$ cat config.mk
export PLATFORM = sky130hd
export DESIGN_NAME = spl_splitter_control_registers
export DESIGN_NICKNAME = d
export VERILOG_FILES = /design/src/spl_splitter_control_registers.v /design/src/spl_line_sampler.v /design/src/spl_port_drive.v
export VERILOG_INCLUDE_DIRS = /design/src
export SDC_FILE = /design/constraint.sdc
export NUM_CORES = 1
export LEC_CHECK = 0
export ABC_AREA = 1
export BUFFER_PORTS_ARGS = -buffer_cell sky130_fd_sc_hd__buf_2
export CORE_MARGIN = 4
export CORE_UTILIZATION = 50
export DETAILED_ROUTE_END_ITERATION = 10
export HOLD_SLACK_MARGIN = 0.02
export PLACE_DENSITY_LB_ADDON = 0.08
export SLEW_MARGIN = 20
export SYNTH_ARGS = -nofsm -noshare
export SYNTH_HDL_FRONTEND = slang
export SYNTH_HIERARCHICAL = 1
export SYNTH_SLANG_ARGS = --single-unit
$ cat constraint.sdc
create_clock -name clk_in -period 2.6 [get_ports clk_in]
set_input_delay 0.52 -clock clk_in [delete_from_list [all_inputs] [get_ports clk_in]]
set_output_delay 0.52 -clock clk_in [all_outputs]
set_load 0.02 [all_outputs]
$ cat src/spl_defines.vh
`ifndef SPL_DEFINES_VH
`define SPL_DEFINES_VH

// Register offsets within the eight-byte bank.
`define SPL_OFS_CFG 8'h00
`define SPL_OFS_RX 8'h01
`define SPL_OFS_TX1 8'h02
`define SPL_OFS_TX2 8'h03
`define SPL_OFS_TX3 8'h04
`define SPL_OFS_TX4 8'h05
`define SPL_OFS_HP 8'h06
`define SPL_OFS_RSVD 8'h07

// Power-up values.
`define SPL_RST_CFG 8'hff
`define SPL_RST_RX 8'h00
`define SPL_RST_TX 8'h00
`define SPL_RST_HP 8'h00

// Field positions of device_config.
`define SPL_CFG_NORMAL_BIT 7
`define SPL_CFG_PORT1_BIT 6
`define SPL_CFG_PORT4_BIT 3
`define SPL_CFG_DETECT_BIT 2

// Field positions of receiver_settings.
`define SPL_RX_PD_OFF_BIT 7
`define SPL_RX_BIAS_VDD_BIT 6
`define SPL_RX_BIAS_REG_BIT 5
`define SPL_RX_EQ_MSB 4
`define SPL_RX_EQ_LSB 2

// Field positions of each port output settings byte.
`define SPL_TX_DTERM_BIT 7
`define SPL_TX_EMPH_MSB 6
`define SPL_TX_EMPH_LSB 4
`define SPL_TX_SWING_MSB 3
`define SPL_TX_SWING_LSB 2
`define SPL_TX_SLEW_MSB 1
`define SPL_TX_SLEW_LSB 0

// Field positions of hot_plug_control_status.
`define SPL_HP_POL_BIT 7
`define SPL_HP_SINK_MSB 3
`define SPL_HP_SINK_LSB 0

// Fixed upper three bits of the seven-bit bus address.
`define SPL_DEV_ADDR_HI 3'h5

`endif

$ cat src/spl_splitter_control_registers.v
// Behaviour
// - Config bit 7 low puts receive equalizer and output drivers in standby.
// - Config bits 6 to 3 enable output ports one to four.
// - Config bit 2 enables the source connection detector; default on.
// - With detector on, a port whose sink plug input is low stays inactive.
// - With detector on and all sinks low, input termination is switched off.
// - Receiver bit 7 high disconnects the input pull-down resistors.
// - Receiver bit 6 ties termination bias to supply when high, ground when low.
// - Receiver bit 5 low leaves bias to the pin; high lets bit 6 act.
// - Receiver bits 4 to 2 select equalization gain; 000 is 0 dB.
// - Port byte bit 7 selects open-drain (0) or double-terminated (1) output.
// - Port byte bits 6 to 4 set pre-emphasis; 1xx is strongest, 750 mVpp.
// - Port byte bits 3 to 2 set output swing around 500 mV.
// - Port byte bits 1 to 0 set output slew rate.
// - Hot-plug bit 7 high inverts the source plug output, low passes it.
// - Hot-plug bits 3 to 0 read live sink plug levels, read-only.
// - Registers are reached over a two-wire serial bus up to 400 kb/s.
// - Mode pin high gives register control; low leaves fields without effect.
`timescale 1ns/10ps
`include "spl_defines.vh"
`default_nettype none

module spl_splitter_control_registers (
   // Clock and reset.
   input wire clk_in,
   input wire reset_n_in,
   // Two-wire serial bus; data is open drain.
   input wire scl_in,
   input wire sda_in,
   output wire sda_out_out,
   output reg sda_oe_n_out,
   input wire [3:0] bus_addr_sel_in,
   // Control pins.
   input wire control_mode_select_pin_in,
   input wire bias_pin_select_in,
   // Hot-plug pins.
   input wire [3:0] sink_plug_detect_input_in,
   output reg source_plug_detect_output_out,
   // Receive side controls.
   output reg standby_out,
   output reg rx_eq_power_down_out,
   output reg rx_term_enable_out,
   output reg rx_pulldown_connect_out,
   output reg rx_bias_vdd_out,
   output reg [2:0] rx_eq_code_out,
   // Output port controls, port one in the low bits.
   output wire [3:0] port_active_out,
   output wire [3:0] port_double_term_out,
   output wire [11:0] port_emph_out,
   output wire [3:0] port_high_emph_out,
   output wire [7:0] port_swing_out,
   output wire [7:0] port_slew_out
);

   // Serial engine states.
   localparam [3:0] ST_IDLE = 4'h0;
   localparam [3:0] ST_ADDR = 4'h1;
   localparam [3:0] ST_ACK_A = 4'h2;
   localparam [3:0] ST_REG = 4'h3;
   localparam [3:0] ST_ACK_W = 4'h4;
   localparam [3:0] ST_WDATA = 4'h5;
   localparam [3:0] ST_RDATA = 4'h6;
   localparam [3:0] ST_ACK_R = 4'h7;

   reg [3:0] state_q;
   reg [2:0] cnt_q;
   reg done_q;
   reg [7:0] sh_q;
   reg rw_q;
   reg nack_q;
   reg [7:0] ptr_q;
   reg [7:0] cfg_q;
   reg [7:0] rx_q;
   reg [7:0] tx_q [0:3];
   reg hp_pol_q;
   integer i;

   wire scl_rise;
   wire scl_fall;
   wire bus_start;
   wire bus_stop;
   wire [7:0] rd_now;
   wire addr_hit;
   wire reg_mode;
   wire [7:0] eff_cfg;
   wire [7:0] eff_rx;
   wire eff_pol;
   wire detect_on;
   wire any_sink;
   wire [3:0] port_want;

   // Read view of one byte of the bank; unmapped offsets read zero.
   function [7:0] rd_byte;
      input [7:0] a;
      begin
         case (a)
            `SPL_OFS_CFG: rd_byte = cfg_q;
            `SPL_OFS_RX: rd_byte = rx_q;
            `SPL_OFS_TX1: rd_byte = tx_q[0];
            `SPL_OFS_TX2: rd_byte = tx_q[1];
            `SPL_OFS_TX3: rd_byte = tx_q[2];
            `SPL_OFS_TX4: rd_byte = tx_q[3];
            // Live sink levels in the low nibble; bits 6 to 4 read zero.
            `SPL_OFS_HP: rd_byte = {hp_pol_q, 3'h0, sink_plug_detect_input_in};
            default: rd_byte = 8'h00;
         endcase
      end
   endfunction

   // Select between register fields and power-up values by the mode pin.
   function [7:0] eff_byte;
      input [7:0] stored;
      input [7:0] fallback;
      begin
         eff_byte = reg_mode ? stored : fallback;
      end
   endfunction

   // Pointer after one data byte; it runs on past the map rather than wrapping.
   function [7:0] ptr_step;
      input [7:0] p;
      begin
         ptr_step = p + 8'h01;
      end
   endfunction

   // Bit counter step within a byte; it wraps back to zero after the eighth bit.
   function [2:0] cnt_step;
      input [2:0] c;
      begin
         cnt_step = c + 3'h1;
      end
   endfunction

   // High when the bit being taken is the eighth of its byte.
   function last_bit;
      input [2:0] c;
      begin
         last_bit = (c == 3'h7);
      end
   endfunction

   // Line edge and start/stop detection.
   spl_line_sampler u_sampler (
      .clk_in(clk_in),
      .reset_n_in(reset_n_in),
      .scl_in(scl_in),
      .sda_in(sda_in),
      .scl_rise_out(scl_rise),
      .scl_fall_out(scl_fall),
      .start_out(bus_start),
      .stop_out(bus_stop)
   );

   // The data line is only ever pulled low; release lets it float high.
   assign sda_out_out = 1'b0;
   assign rd_now = rd_byte(ptr_q);
   assign addr_hit = (sh_q[7:1] == {`SPL_DEV_ADDR_HI, bus_addr_sel_in});

   // Serial engine: bits are taken on the clock rise, driven after the fall.
   always @(posedge clk_in or negedge reset_n_in) begin
      if (!reset_n_in) begin
         state_q <= ST_IDLE;
         cnt_q <= 3'h0;
         done_q <= 1'b0;
         sh_q <= 8'h00;
         rw_q <= 1'b0;
         nack_q <= 1'b0;
         ptr_q <= 8'h00;
         sda_oe_n_out <= 1'b1;
         cfg_q <= `SPL_RST_CFG;
         rx_q <= `SPL_RST_RX;
         for (i = 0; i < 4; i = i + 1) begin
            tx_q[i] <= `SPL_RST_TX;
         end
         hp_pol_q <= 1'b0;
      end else if (bus_start) begin
         // A start, repeated or not, always begins a new address byte.
         state_q <= ST_ADDR;
         cnt_q <= 3'h0;
         done_q <= 1'b0;
         sda_oe_n_out <= 1'b1;
      end else if (bus_stop) begin
         state_q <= ST_IDLE;
         done_q <= 1'b0;
         sda_oe_n_out <= 1'b1;
      end else if (scl_rise) begin
         case (state_q)
            ST_ADDR, ST_REG, ST_WDATA: begin
               sh_q <= {sh_q[6:0], sda_in};
               cnt_q <= cnt_step(cnt_q);
               done_q <= last_bit(cnt_q);
            end
            ST_RDATA: begin
               cnt_q <= cnt_step(cnt_q);
               done_q <= last_bit(cnt_q);
            end
            ST_ACK_R: begin
               // A high level in the acknowledge slot ends the read.
               nack_q <= sda_in;
            end
            default: begin
               done_q <= done_q;
            end
         endcase
      end else if (scl_fall) begin
         done_q <= 1'b0;
         cnt_q <= 3'h0;
         case (state_q)
            ST_ADDR: begin
               if (done_q && addr_hit) begin
                  rw_q <= sh_q[0];
                  sda_oe_n_out <= 1'b0;
                  state_q <= ST_ACK_A;
               end else if (done_q) begin
                  state_q <= ST_IDLE;
               end else begin
                  cnt_q <= cnt_q;
               end
            end
            ST_ACK_A: begin
               if (rw_q) begin
                  sh_q <= rd_now;
                  sda_oe_n_out <= rd_now[7];
                  state_q <= ST_RDATA;
               end else begin
                  sda_oe_n_out <= 1'b1;
                  state_q <= ST_REG;
               end
            end
            ST_REG: begin
               if (done_q) begin
                  ptr_q <= sh_q;
                  sda_oe_n_out <= 1'b0;
                  state_q <= ST_ACK_W;
               end else begin
                  cnt_q <= cnt_q;
               end
            end
            ST_WDATA: begin
               if (done_q) begin
                  // Reserved byte and read-only bits keep their value.
                  case (ptr_q)
                     `SPL_OFS_CFG: cfg_q <= sh_q;
                     `SPL_OFS_RX: rx_q <= sh_q;
                     `SPL_OFS_TX1: tx_q[0] <= sh_q;
                     `SPL_OFS_TX2: tx_q[1] <= sh_q;
                     `SPL_OFS_TX3: tx_q[2] <= sh_q;
                     `SPL_OFS_TX4: tx_q[3] <= sh_q;
                     `SPL_OFS_HP: hp_pol_q <= sh_q[`SPL_HP_POL_BIT];
                     default: hp_pol_q <= hp_pol_q;
                  endcase
                  ptr_q <= ptr_step(ptr_q);
                  sda_oe_n_out <= 1'b0;
                  state_q <= ST_ACK_W;
               end else begin
                  cnt_q <= cnt_q;
               end
            end
            ST_ACK_W: begin
               sda_oe_n_out <= 1'b1;
               state_q <= ST_WDATA;
            end
            ST_RDATA: begin
               if (done_q) begin
                  sda_oe_n_out <= 1'b1;
                  ptr_q <= ptr_step(ptr_q);
                  nack_q <= 1'b0;
                  state_q <= ST_ACK_R;
               end else begin
                  sda_oe_n_out <= sh_q[6];
                  sh_q <= {sh_q[6:0], 1'b0};
                  cnt_q <= cnt_q;
               end
            end
            ST_ACK_R: begin
               if (nack_q) begin
                  state_q <= ST_IDLE;
               end else begin
                  sh_q <= rd_now;
                  sda_oe_n_out <= rd_now[7];
                  state_q <= ST_RDATA;
               end
            end
            default: begin
               state_q <= ST_IDLE;
            end
         endcase
      end
   end

   // Effective settings: register fields only under register control.
   assign reg_mode = control_mode_select_pin_in;
   assign eff_cfg = eff_byte(cfg_q, `SPL_RST_CFG);
   assign eff_rx = eff_byte(rx_q, `SPL_RST_RX);
   assign eff_pol = reg_mode & hp_pol_q;
   assign detect_on = eff_cfg[`SPL_CFG_DETECT_BIT];
   assign any_sink = |sink_plug_detect_input_in;

   // Port wanted: selected, not in standby, and connected when detecting.
   assign port_want = {eff_cfg[`SPL_CFG_PORT4_BIT],
                       eff_cfg[`SPL_CFG_PORT4_BIT + 1],
                       eff_cfg[`SPL_CFG_PORT1_BIT - 1],
                       eff_cfg[`SPL_CFG_PORT1_BIT]}
                      & {4{eff_cfg[`SPL_CFG_NORMAL_BIT]}}
                      & (sink_plug_detect_input_in | {4{~detect_on}});

   // Receive side and hot-plug outputs, registered.
   always @(posedge clk_in or negedge reset_n_in) begin
      if (!reset_n_in) begin
         standby_out <= 1'b0;
         rx_eq_power_down_out <= 1'b0;
         rx_term_enable_out <= 1'b0;
         rx_pulldown_connect_out <= 1'b1;
         rx_bias_vdd_out <= 1'b0;
         rx_eq_code_out <= 3'h0;
         source_plug_detect_output_out <= 1'b0;
      end else begin
         standby_out <= ~eff_cfg[`SPL_CFG_NORMAL_BIT];
         rx_eq_power_down_out <= ~eff_cfg[`SPL_CFG_NORMAL_BIT];
         rx_term_enable_out <= ~(detect_on & ~any_sink);
         rx_pulldown_connect_out <= ~eff_rx[`SPL_RX_PD_OFF_BIT];
         // Bias follows the pin unless the register takes over.
         if (eff_rx[`SPL_RX_BIAS_REG_BIT]) begin
            rx_bias_vdd_out <= eff_rx[`SPL_RX_BIAS_VDD_BIT];
         end else begin
            rx_bias_vdd_out <= bias_pin_select_in;
         end
         rx_eq_code_out <= eff_rx[`SPL_RX_EQ_MSB:`SPL_RX_EQ_LSB];
         // Any connected sink raises the source level, then polarity applies.
         source_plug_detect_output_out <= any_sink ^ eff_pol;
      end
   end

   // One driver decode per output port.
   genvar g;
   generate
      for (g = 0; g < 4; g = g + 1) begin : g_port
         spl_port_drive u_drive (
            .clk_in(clk_in),
            .reset_n_in(reset_n_in),
            .settings_in(eff_byte(tx_q[g], `SPL_RST_TX)),
            .enable_in(port_want[g]),
            .active_out(port_active_out[g]),
            .double_term_out(port_double_term_out[g]),
            .emph_out(port_emph_out[3*g+2:3*g]),
            .high_emph_out(port_high_emph_out[g]),
            .swing_out(port_swing_out[2*g+1:2*g]),
            .slew_out(port_slew_out[2*g+1:2*g])
         );
      end
   endgenerate

endmodule

`default_nettype wire

$ cat src/spl_line_sampler.v
`timescale 1ns/10ps
`default_nettype none

module spl_line_sampler (
   // Clock and reset.
   input wire clk_in,
   input wire reset_n_in,
   // Bus lines as seen on the pins.
   input wire scl_in,
   input wire sda_in,
   // Bus events, one cycle each.
   output wire scl_rise_out,
   output wire scl_fall_out,
   output wire start_out,
   output wire stop_out
);

   reg scl_q;
   reg sda_q;

   // Previous line levels; an idle bus rests high.
   always @(posedge clk_in or negedge reset_n_in) begin
      if (!reset_n_in) begin
         scl_q <= 1'b1;
         sda_q <= 1'b1;
      end else begin
         scl_q <= scl_in;
         sda_q <= sda_in;
      end
   end

   // A data edge while the clock stays high marks start or stop.
   assign scl_rise_out = scl_in & ~scl_q;
   assign scl_fall_out = ~scl_in & scl_q;
   assign start_out = scl_in & scl_q & sda_q & ~sda_in;
   assign stop_out = scl_in & scl_q & ~sda_q & sda_in;

endmodule

`default_nettype wire

$ cat src/spl_port_drive.v
`timescale 1ns/10ps
`include "spl_defines.vh"
`default_nettype none

module spl_port_drive (
   // Clock and reset.
   input wire clk_in,
   input wire reset_n_in,
   // Effective settings byte and gating for this port.
   input wire [7:0] settings_in,
   input wire enable_in,
   // Decoded driver controls.
   output reg active_out,
   output reg double_term_out,
   output reg [2:0] emph_out,
   output reg high_emph_out,
   output reg [1:0] swing_out,
   output reg [1:0] slew_out
);

   // Registered decode of one output port's driver controls.
   always @(posedge clk_in or negedge reset_n_in) begin
      if (!reset_n_in) begin
         active_out <= 1'b0;
         double_term_out <= 1'b0;
         emph_out <= 3'h0;
         high_emph_out <= 1'b0;
         swing_out <= 2'h0;
         slew_out <= 2'h0;
      end else begin
         active_out <= enable_in;
         double_term_out <= settings_in[`SPL_TX_DTERM_BIT];
         emph_out <= settings_in[`SPL_TX_EMPH_MSB:`SPL_TX_EMPH_LSB];
         // Any code 1xx selects the strongest setting with a 750 mVpp swing.
         high_emph_out <= settings_in[`SPL_TX_EMPH_MSB];
         swing_out <= settings_in[`SPL_TX_SWING_MSB:`SPL_TX_SWING_LSB];
         slew_out <= settings_in[`SPL_TX_SLEW_MSB:`SPL_TX_SLEW_LSB];
      end
   end

endmodule

`default_nettype wire

* Yosys cells after proc, flatten, opt, wreduce, memory -nomap -nowiden
Index checks and enable logic that the tools add are counted.
** Cells by class
- Bitwise logic cells :: 25
- Equality and inequality tests :: 31
- Reductions and logical operators :: 32
- Multiplexer cells :: 56
- Add/subtract/negate cells :: 2
** Operators by type and width (number)
- $mux 8 :: 14
- $pmux 8 s7 :: 1
- $reduce_and 7->1 :: 8
- $mux 4 :: 8
- $mux 3 :: 9
- $eq 8x3->1 const B :: 3
- $pmux 4 s6 :: 1
- $pmux 8 s3 :: 1
- $mux 1 :: 19
- $reduce_and 6->1 :: 3
- $eq 4x3->1 const B :: 4
- $eq 8x2->1 const B :: 2
- $pmux 8 s2 :: 1
- $ne 4x4->1 const B :: 3
- $not 1->1 :: 12
- $and 1x1->1 :: 9
- $ne 3x3->1 const B :: 3
- $add 8x1->8 const B :: 1
- $and 4x4->4 :: 2
- $eq 4x2->1 const B :: 2
- $eq 8x1->1 const B :: 1
- $logic_not 8->1 :: 1
- $reduce_and 8->1 :: 1
- $reduce_bool 2->1 :: 4
- 25 further kinds :: 33
** Storage, ports and cells
- Output and inout bits :: 51
- Register bits :: 126
- Input port bits :: 14

* Depth between registers and ports, before layout
Gate-level depths: netlist of run 1.
- Depth after elaboration :: 8
- Mapped depth :: 14
- Gate-level depth less buffers :: 12

* Hierarchy
The synthesis of run 1 kept the hierarchy.
** By module, submodules not included
- spl_splitter_control_registers :: area each 4621.9 sq um, cells an instance 647, seq. area each 2089.5 sq um, instances 1
- spl_port_drive :: area each 232.7 sq um, cells an instance 10, seq. area each 225.2 sq um, instances 4
- spl_line_sampler :: area each 93.8 sq um, cells an instance 13, seq. area each 52.6 sq um, instances 1

* Least setup slack after synthesis of run 1
No wires, ideal clock.
- Path type :: input port to flip-flop
- Start :: in scl_in
- End :: reg tx_q[30] (netlist name)
- Data arrival time :: 1.716 ns
- Path slack :: 0.755 ns
- Buffers on the path :: 2
- Stages on the path :: 10
- Path through :: inv_1 > nor2_1 > buf_2 > nor2_1 > nand2_1 > nor3_4 > nand2_1 > buf_6 > nand2_1 > o21ai_0
** Between the ends
- Elaborated cells on any way between the ends :: 12
- Those cells by class :: bitwise: 11; reduce/logical: 1
** RTL lines
- start: declaration :: line spl_splitter_control_registers.v:28 : input wire scl_in,
- $and 1x1->1 :: line spl_line_sampler.v:33 : assign scl_rise_out = scl_in & ~scl_q;
- net scl_rise :: line spl_splitter_control_registers.v:78 : wire scl_rise;
- $not 1->1 (no line)
- $reduce_and 7->1 (no line)
- end signal: indexed assignment :: line spl_splitter_control_registers.v:174 : tx_q[i] <= `SPL_RST_TX;
- end: declaration :: line spl_splitter_control_registers.v:74 : reg [7:0] tx_q [0:3];
The timed path passes the listed nets, and every way through them passes these cells.
A chain may end at the register's enable or synchronous reset.

* Worst setup path after layout of run 1
- Start :: reg u_sampler.scl_q
- End :: reg tx_q[24] (netlist name)
** Between the ends
- Elaborated cells on any way between the ends :: 12
- Those cells by class :: bitwise: 11; reduce/logical: 1
** RTL lines
- start: declaration :: line spl_line_sampler.v:18 : reg scl_q;
- start signal: assignment :: line spl_line_sampler.v:27 : scl_q <= scl_in;
- $and 1x1->1 :: line spl_line_sampler.v:34 : assign scl_fall_out = ~scl_in & scl_q;
- net scl_fall :: line spl_splitter_control_registers.v:79 : wire scl_fall;
- $reduce_and 7->1 (no line)
The timed path passes the listed nets, and every way through them passes these cells.

==> reports/qor.txt, run 1 <==
Status: finished clean
Critical path's slowest cell: dfstp_2
Clk slew on worst S/H paths: 60 ps
Metal3 WL: 943 um
M1 wire length: 6.07 mm
First-pass GRT wire length: 23.3 mm
I/O Pins: 65
Post-synth ARST share: 100%
Total GRT Usage: 23.0%
Register area share after synthesis: 53.9%
Starting Density: 51.6%
Number of global-route vias before repair: 4662
Yosys top cell by area: dfrtp_1
Gr ovfl total: 0
Nature of the critical path endpoint: flop
Hold_ws: 103 ps
Unrepaired setup endpoints after global routing: no
DRC Markers: 0
Fraction of layout cells with a size suffix above 1: 15.2%
Final Cell Area: 6620 um2
Area Growth Syn to Fin: 17.2%
Yosys warnings: 6
CP Class: flop to flop
Sequential Power Share: 40.7%
Worst-Margin Slew: 539 ps
Synth cell count leaders: 226 x nand2_1, 109 x dfrtp_1, 82 x inv_1
Final setup fails: 0
Largest cells by area after synthesis: dfrtp_1 48%, nand2_1 15%, o21ai_0 6.2%
Crit-path leading delay family: simple AND/OR/NAND/NOR gates
Die height: 114 um
GPL Wtd Cong: 0.940
CP Cell Sequence: inv_1 > nor2_1 > inv_1 > nor2_1 > nand2_1 > nor3_4 > nand2_1 > nand2_1 > o21ai_0
Antenna Nets Post-Route: 0
Detail Placement HPWL: 9.87 mm
CP most frequent cell: nand2_1
Critical path launch point type: flop
H-tree depth: 4
Rows: 38
Critical path arrival: 2530 ps
CP bufs+invs: 2
Worst-Skew Late Latency: 410 ps
Max Used Layer: met4
Largest net degree at the start of global routing: 55
Die area: 13100 um2
Num CTS Buffers: 17
Tcrit/Tclk final: 87.2%
Hold_buf cts: 0
Final nets: 781
Syn nets: 720
Resized Gates After CTS: 0
Minimum clock period: 2270 ps
CP Max Fanout: 16
Final wirelength: 13.8 mm
HP Class: primary input to async pin
Via density: 5.18
Vias: 4733
Die W: 114 um
Slowest stage delay, CP: 540 ps
Initial antenna violation count: 0
Worst vdd ir: 0.000467 V
Worst slew margin: 64.1%
Clk buf depth: 2
Final-report max-slew violation count: 0
ANT cells: 0
Setup Skew: 8.28 ps
Cell variety after synth: 30
Final Power: 5.31 mW
Fmax: 0.441 GHz
Setup bufs post-CTS: 0
Area of placed instances: 6000 um2
Top-count cell post-synth: nand2_1
WL per Instance: 15.1 um
Post-Syn Instances: 700
DRT Pass-1 Iters: 5
Most common flop cell mapped by yosys: dfrtp_1
Number of max-cap violations: 0
Core ar.: 10900 um2
Clk sinks: 121
Combinational Power Share: 14.0%
Internal: 3.80 mW
Switch share: 28.5%
Post-synth EDFFs: 0
Core Util, Final: 60.5%
Sum Neg Setup Slack: 0 ps
I/O Buffers: 63
Synthesized cell area: 5650 um2
Net Switching: 1.51 mW
Pwr Density: 802 nW/um2
Share of the synthesized area in the top cell type: 48.3%
CTS tree: yes
Met2 Wirelength: 6.32 mm
CTS root buf: clkbuf_16
Flops & latches, synth: 121
Hold Vio Cnt, Final: 0
Req. time, crit path: 2870 ps
Avg Inst Size Synth: 8.07 um2
Leak Pwr: 3.63 nW
FILL cells: 1001
Starting DRT DRC Count: 376
Clock power frac: 45.4%
==> logic make-up after synthesis <==
| logic type | synth area share [%] |
|---|---|
| compound gates | 10.0 |
| xor+xnor | 1.24 |
| fa+ha+maj | 1.33 |
| buf+inv | 8.73 |
| flops | 53.9 |
| other cells | 0.0664 |
| simple gates | 24.7 |
==> through the flow <==
stage,setup WS [ps],cells
detailed placement,255,882
global route,108,914
global placement,334,882
CTS,323,914
floorplan,755,700
finish,332,914
==> cell usage in the layout, fill, tap and decap left out, drive strengths merged, types with 2 or more instances in the layout <==
| master | count |
|---|---|
| a21oi | 27 |
| a31oi | 3 |
| buf | 68 |
| bufinv | 3 |
| clkbuf | 21 |
| clkinv | 5 |
| clkinvlp | 3 |
| dfrtp | 109 |
| dfstp | 12 |
| ha | 6 |
| inv | 82 |
| nand2 | 227 |
| nand3 | 30 |
| nand3b | 2 |
| nand4 | 4 |
| nor2 | 81 |
| nor3 | 2 |
| o211ai | 4 |
| o21ai | 70 |
| xor2 | 7 |
==> flip-flops by register name (all words and copies together) (netlist names), 3 cells and up <==
| name | cells |
|---|---|
| g_port.u_drive/active_out | 4 |
| tx_q | 32 |
| sh_q | 8 |
| g_port.u_drive/swing_out | 8 |
| cfg_q | 8 |
| state_q | 3 |
| ptr_q | 8 |
| cnt_q | 3 |
| rx_eq_code_out | 3 |
| g_port.u_drive/slew_out | 8 |
| rx_q | 8 |
| g_port.u_drive/double_term_out | 4 |
| g_port.u_drive/emph_out | 12 |
==> power by group through the flow <==
stage | sequential, mW | clock, mW | combinational [mW]
after floorplan | 2.15 | 0 | 0.441
after global placement | 2.18 | 0 | 0.705
after detailed placement | 2.19 | 0 | 0.727
after CTS | 2.16 | 2.46 | 0.735
after global routing | 2.18 | 2.54 | 0.829
final | 2.16 | 2.41 | 0.741
==> path summary, 6_finish.rpt <==
check | from | end | slack, ps | cells after the start
worst max-delay path | u_sampler/scl_q$_DFF_PN1_ | tx_q[24]$_DFFE_PN0P_ | 330 | 9
worst min-delay path | reset_n_in | g_port[1].u_drive/emph_out[1]$_DFF_PN0_ | 100 | 1
worst max register to register | u_sampler/scl_q$_DFF_PN1_ | tx_q[24]$_DFFE_PN0P_ | 330 | 9
worst min register to register | rx_q[7]$_DFFE_PN0P_ | rx_pulldown_connect_out$_DFF_PN1_ | 480 | 1
max in group asynchronous | reset_n_in | u_sampler/scl_q$_DFF_PN1_ | 1690 | 2
min in group clk_in | scl_in | u_sampler/scl_q$_DFF_PN1_ | 240 | 1
==> final cells by class <==
type                            count  area, um2  area share (%)
Clock buffer                       21        470            7.11
Clock inverter                     11        145            2.19
Inverter                           82        308            4.65
Multi-Input combinational cell    471       2110            31.9
Sequential cell                   121       3040            46.0
Tap cell                          140        175            2.65
Timing Repair Buffer               68        368            5.56
==> metal layers <==
| layer | vias to the layer above | global-route usage [%] |
|---|---|---|
| li1 | 2318 | - |
| met1 | 2184 | 31.5 |
| met2 | 186 | 35.1 |
| met3 | 45 | 5.60 |
| met4 | 0 | 9.66 |
| met5 | - | 0 |
No activity file was read; power rests on OpenSTA's default activity.
==> run 2: changes to the inputs <==
- CAP_MARGIN: not set -> 40
- CTS_BUF_LIST: not set -> sky130_fd_sc_hd__clkbuf_8
==> run 2 against run 1 <==
Power decreased by 12%. Global-route usage shrank 0.18 points. Non-clock buffer count is the same. Clock power shrank 27%. Die area stayed put. Critical endpoint is now tx_q[3]$_DFFE_PN0P_. Largest cell class unchanged.
==> reports/qor.txt, run 2 (synthesized netlist as in run 1, its figures left out) <==
Status: finished clean (unchanged)
Reg-to-Reg Start: u_sampler/scl_q$_DFF_PN1_ (unchanged)
Final Power: 4.66 mW (was 5.31 mW)
Setup Skew: 12.3 ps (was 8.28 ps)
Vias: 4696 (was 4733)
ANT cells: 0 (unchanged)
Reg2Reg Depth: 9 (unchanged)
Pre-CTS setup slack: 255 ps (unchanged)
Final setup fails: 0 (unchanged)
Clk sinks: 121 (unchanged)
Combinational Power Share: 15.8% (was 14.0%)
Num CTS Buffers: 17 (unchanged)
CP Class: flop to flop (unchanged)
Final non-filler cell total: 914 (unchanged)
DRC Markers: 0 (unchanged)
Final wirelength: 13.7 mm (was 13.8 mm)
Most frequent cells in the layout: 226 x nand2_1, 109 x dfrtp_1, 83 x inv_1, 76 x nor2_1, 70 x o21ai_0 (was 226 x nand2_1, 109 x dfrtp_1, 82 x inv_1, 76 x nor2_1, 70 x o21ai_0)
First-pass GRT wire length: 23.1 mm (was 23.3 mm)
Biggest register: tx_q (unchanged)
Fraction of layout cells with a size suffix above 1: 15.2% (unchanged)
Worst vdd ir: 0.000427 V (was 0.000467 V)
Final-report max-slew violation count: 0 (unchanged)
Pwr Density: 725 nW/um2 (was 802 nW/um2)
Core Util, Final: 58.8% (was 60.5%)
Worst-Margin Slew: 536 ps (was 539 ps)
Antenna Nets Post-Route: 0 (unchanged)
Resized Gates After CTS: 0 (unchanged)
FF-to-FF setup slack: 340 ps (was 330 ps)
CP Max Fanout: 16 (unchanged)
Worst-Skew Late Latency: 440 ps (was 410 ps)
Core ar.: 10900 um2 (unchanged)
Final Cell Area: 6430 um2 (was 6620 um2)
Nature of the critical path endpoint: flop (unchanged)
Number of max-cap violations: 0 (unchanged)
Leak Pwr: 3.54 nW (was 3.63 nW)
Clock power frac: 38.0% (was 45.4%)
WL per Instance: 15.0 um (was 15.1 um)
Unrepaired setup endpoints after global routing: no (unchanged)
Worst slew margin: 64.2% (was 64.1%)
Hold_ws: 70.0 ps (was 103 ps)
Largest net degree at the start of global routing: 55 (unchanged)
Detail Placement HPWL: 9.87 mm (unchanged)
Die W: 114 um (unchanged)
Post-route setup slack: 343 ps (was 332 ps)
Hold_buf cts: 0 (unchanged)
Die area: 13100 um2 (unchanged)
H-tree depth: 4 (unchanged)
Post-Place Cells: 882 (unchanged)
Die height: 114 um (unchanged)
Rows: 38 (unchanged)
Area Growth Syn to Fin: 13.8% (was 17.2%)
Setup bufs post-CTS: 0 (unchanged)
Starting Density: 51.6% (unchanged)
R2R Path End: tx_q[3]$_DFFE_PN0P_ (was tx_q[24]$_DFFE_PN0P_)
Via density: 5.14 (was 5.18)
Hold Vio Cnt, Final: 0 (unchanged)
Final nets: 781 (unchanged)
Req. time, crit path: 2890 ps (was 2870 ps)
Fmax: 0.443 GHz (was 0.441 GHz)
GPL Wtd Cong: 0.940 (unchanged)
Number of global-route vias before repair: 4633 (was 4662)
Sequential Power Share: 46.2% (was 40.7%)
Tcrit/Tclk final: 86.8% (was 87.2%)
CTS tree: yes (unchanged)
Critical path launch point type: flop (unchanged)
I/O Pins: 65 (unchanged)
Critical path arrival: 2550 ps (was 2530 ps)
Initial antenna violation count: 0 (unchanged)
Total GRT Usage: 22.8% (was 23.0%)
CTS root buf: clkbuf_8 (was clkbuf_16)
Gr ovfl total: 0 (unchanged)
Internal: 3.23 mW (was 3.80 mW)
Minimum clock period: 2260 ps (was 2270 ps)
Area of placed instances: 6000 um2 (unchanged)
Max reg flops: 32 (unchanged)
Clk slew on worst S/H paths: 70 ps (was 60 ps)
I/O Buffers: 63 (unchanged)
Switch share: 30.7% (was 28.5%)
Top flop regs: tx_q (32), g_port.u_drive/emph_out (12) (unchanged)
Net Switching: 1.43 mW (was 1.51 mW)
Setup crit start: u_sampler/scl_q$_DFF_PN1_ (unchanged)
Clk buf depth: 2 (unchanged)
DRT Pass-1 Iters: 5 (unchanged)
Commonest non-fill, non-tap cell in the layout: nand2_1 (unchanged)
Sum Neg Setup Slack: 0 ps (unchanged)
Starting DRT DRC Count: 397 (was 376)
HP Class: primary input to async pin (unchanged)
-- run 2: routing by layer --
layer | global-route usage [%] | vias to the layer above | part of all wire (%)
li1 | - | 2307 | -
met1 | 31.8 | 2205 | 45
met2 | 35.4 | 151 | 47
met3 | 4.60 | 33 | 5.8
met4 | 8.55 | 0 | 2.6
met5 | 0 | - | 0
-- run 2: critical path: stages, from the launching register on --
cell and delay [ps]:
dfstp_2 550, inv_1 40, nor2_1 130, inv_1 50
nor2_1 190, nand2_1 150, nor3_4 370, nand2_1 370
nand2_1 150, o21ai_0 110
-- run 2: cell type report --
type                    instances  area, um2
clock buffers                  20        275
clock inverters                12        149
fillers                      1031       4510
inverters                      82        308
multi-input cells             471       2110
flip-flops and latches        121       3040
well taps                     140        175
repair buffers                 68        368
-- run 2: worst max path at each step --
stage	endpoint	slack, ps	cells past startpoint
after floorplan	tx_q[30]$_DFFE_PN0P_	750	10
after global placement	tx_q[14]$_DFFE_PN0P_	330	9
after detailed placement	sh_q[7]$_DFFE_PN0P_	260	12
after CTS	tx_q[3]$_DFFE_PN0P_	350	9
after global routing	tx_q[2]$_DFFE_PN0P_	100	8
final	tx_q[3]$_DFFE_PN0P_	340	9
-- run 2: power by group through the flow --
stage	clock network (mW)	logic (mW)	registers (mW)
after floorplan	0	0.441	2.15
after detailed placement	0	0.727	2.19
after CTS	1.81	0.734	2.15
final	1.77	0.738	2.15
after global routing	1.89	0.826	2.18
after global placement	0	0.705	2.18
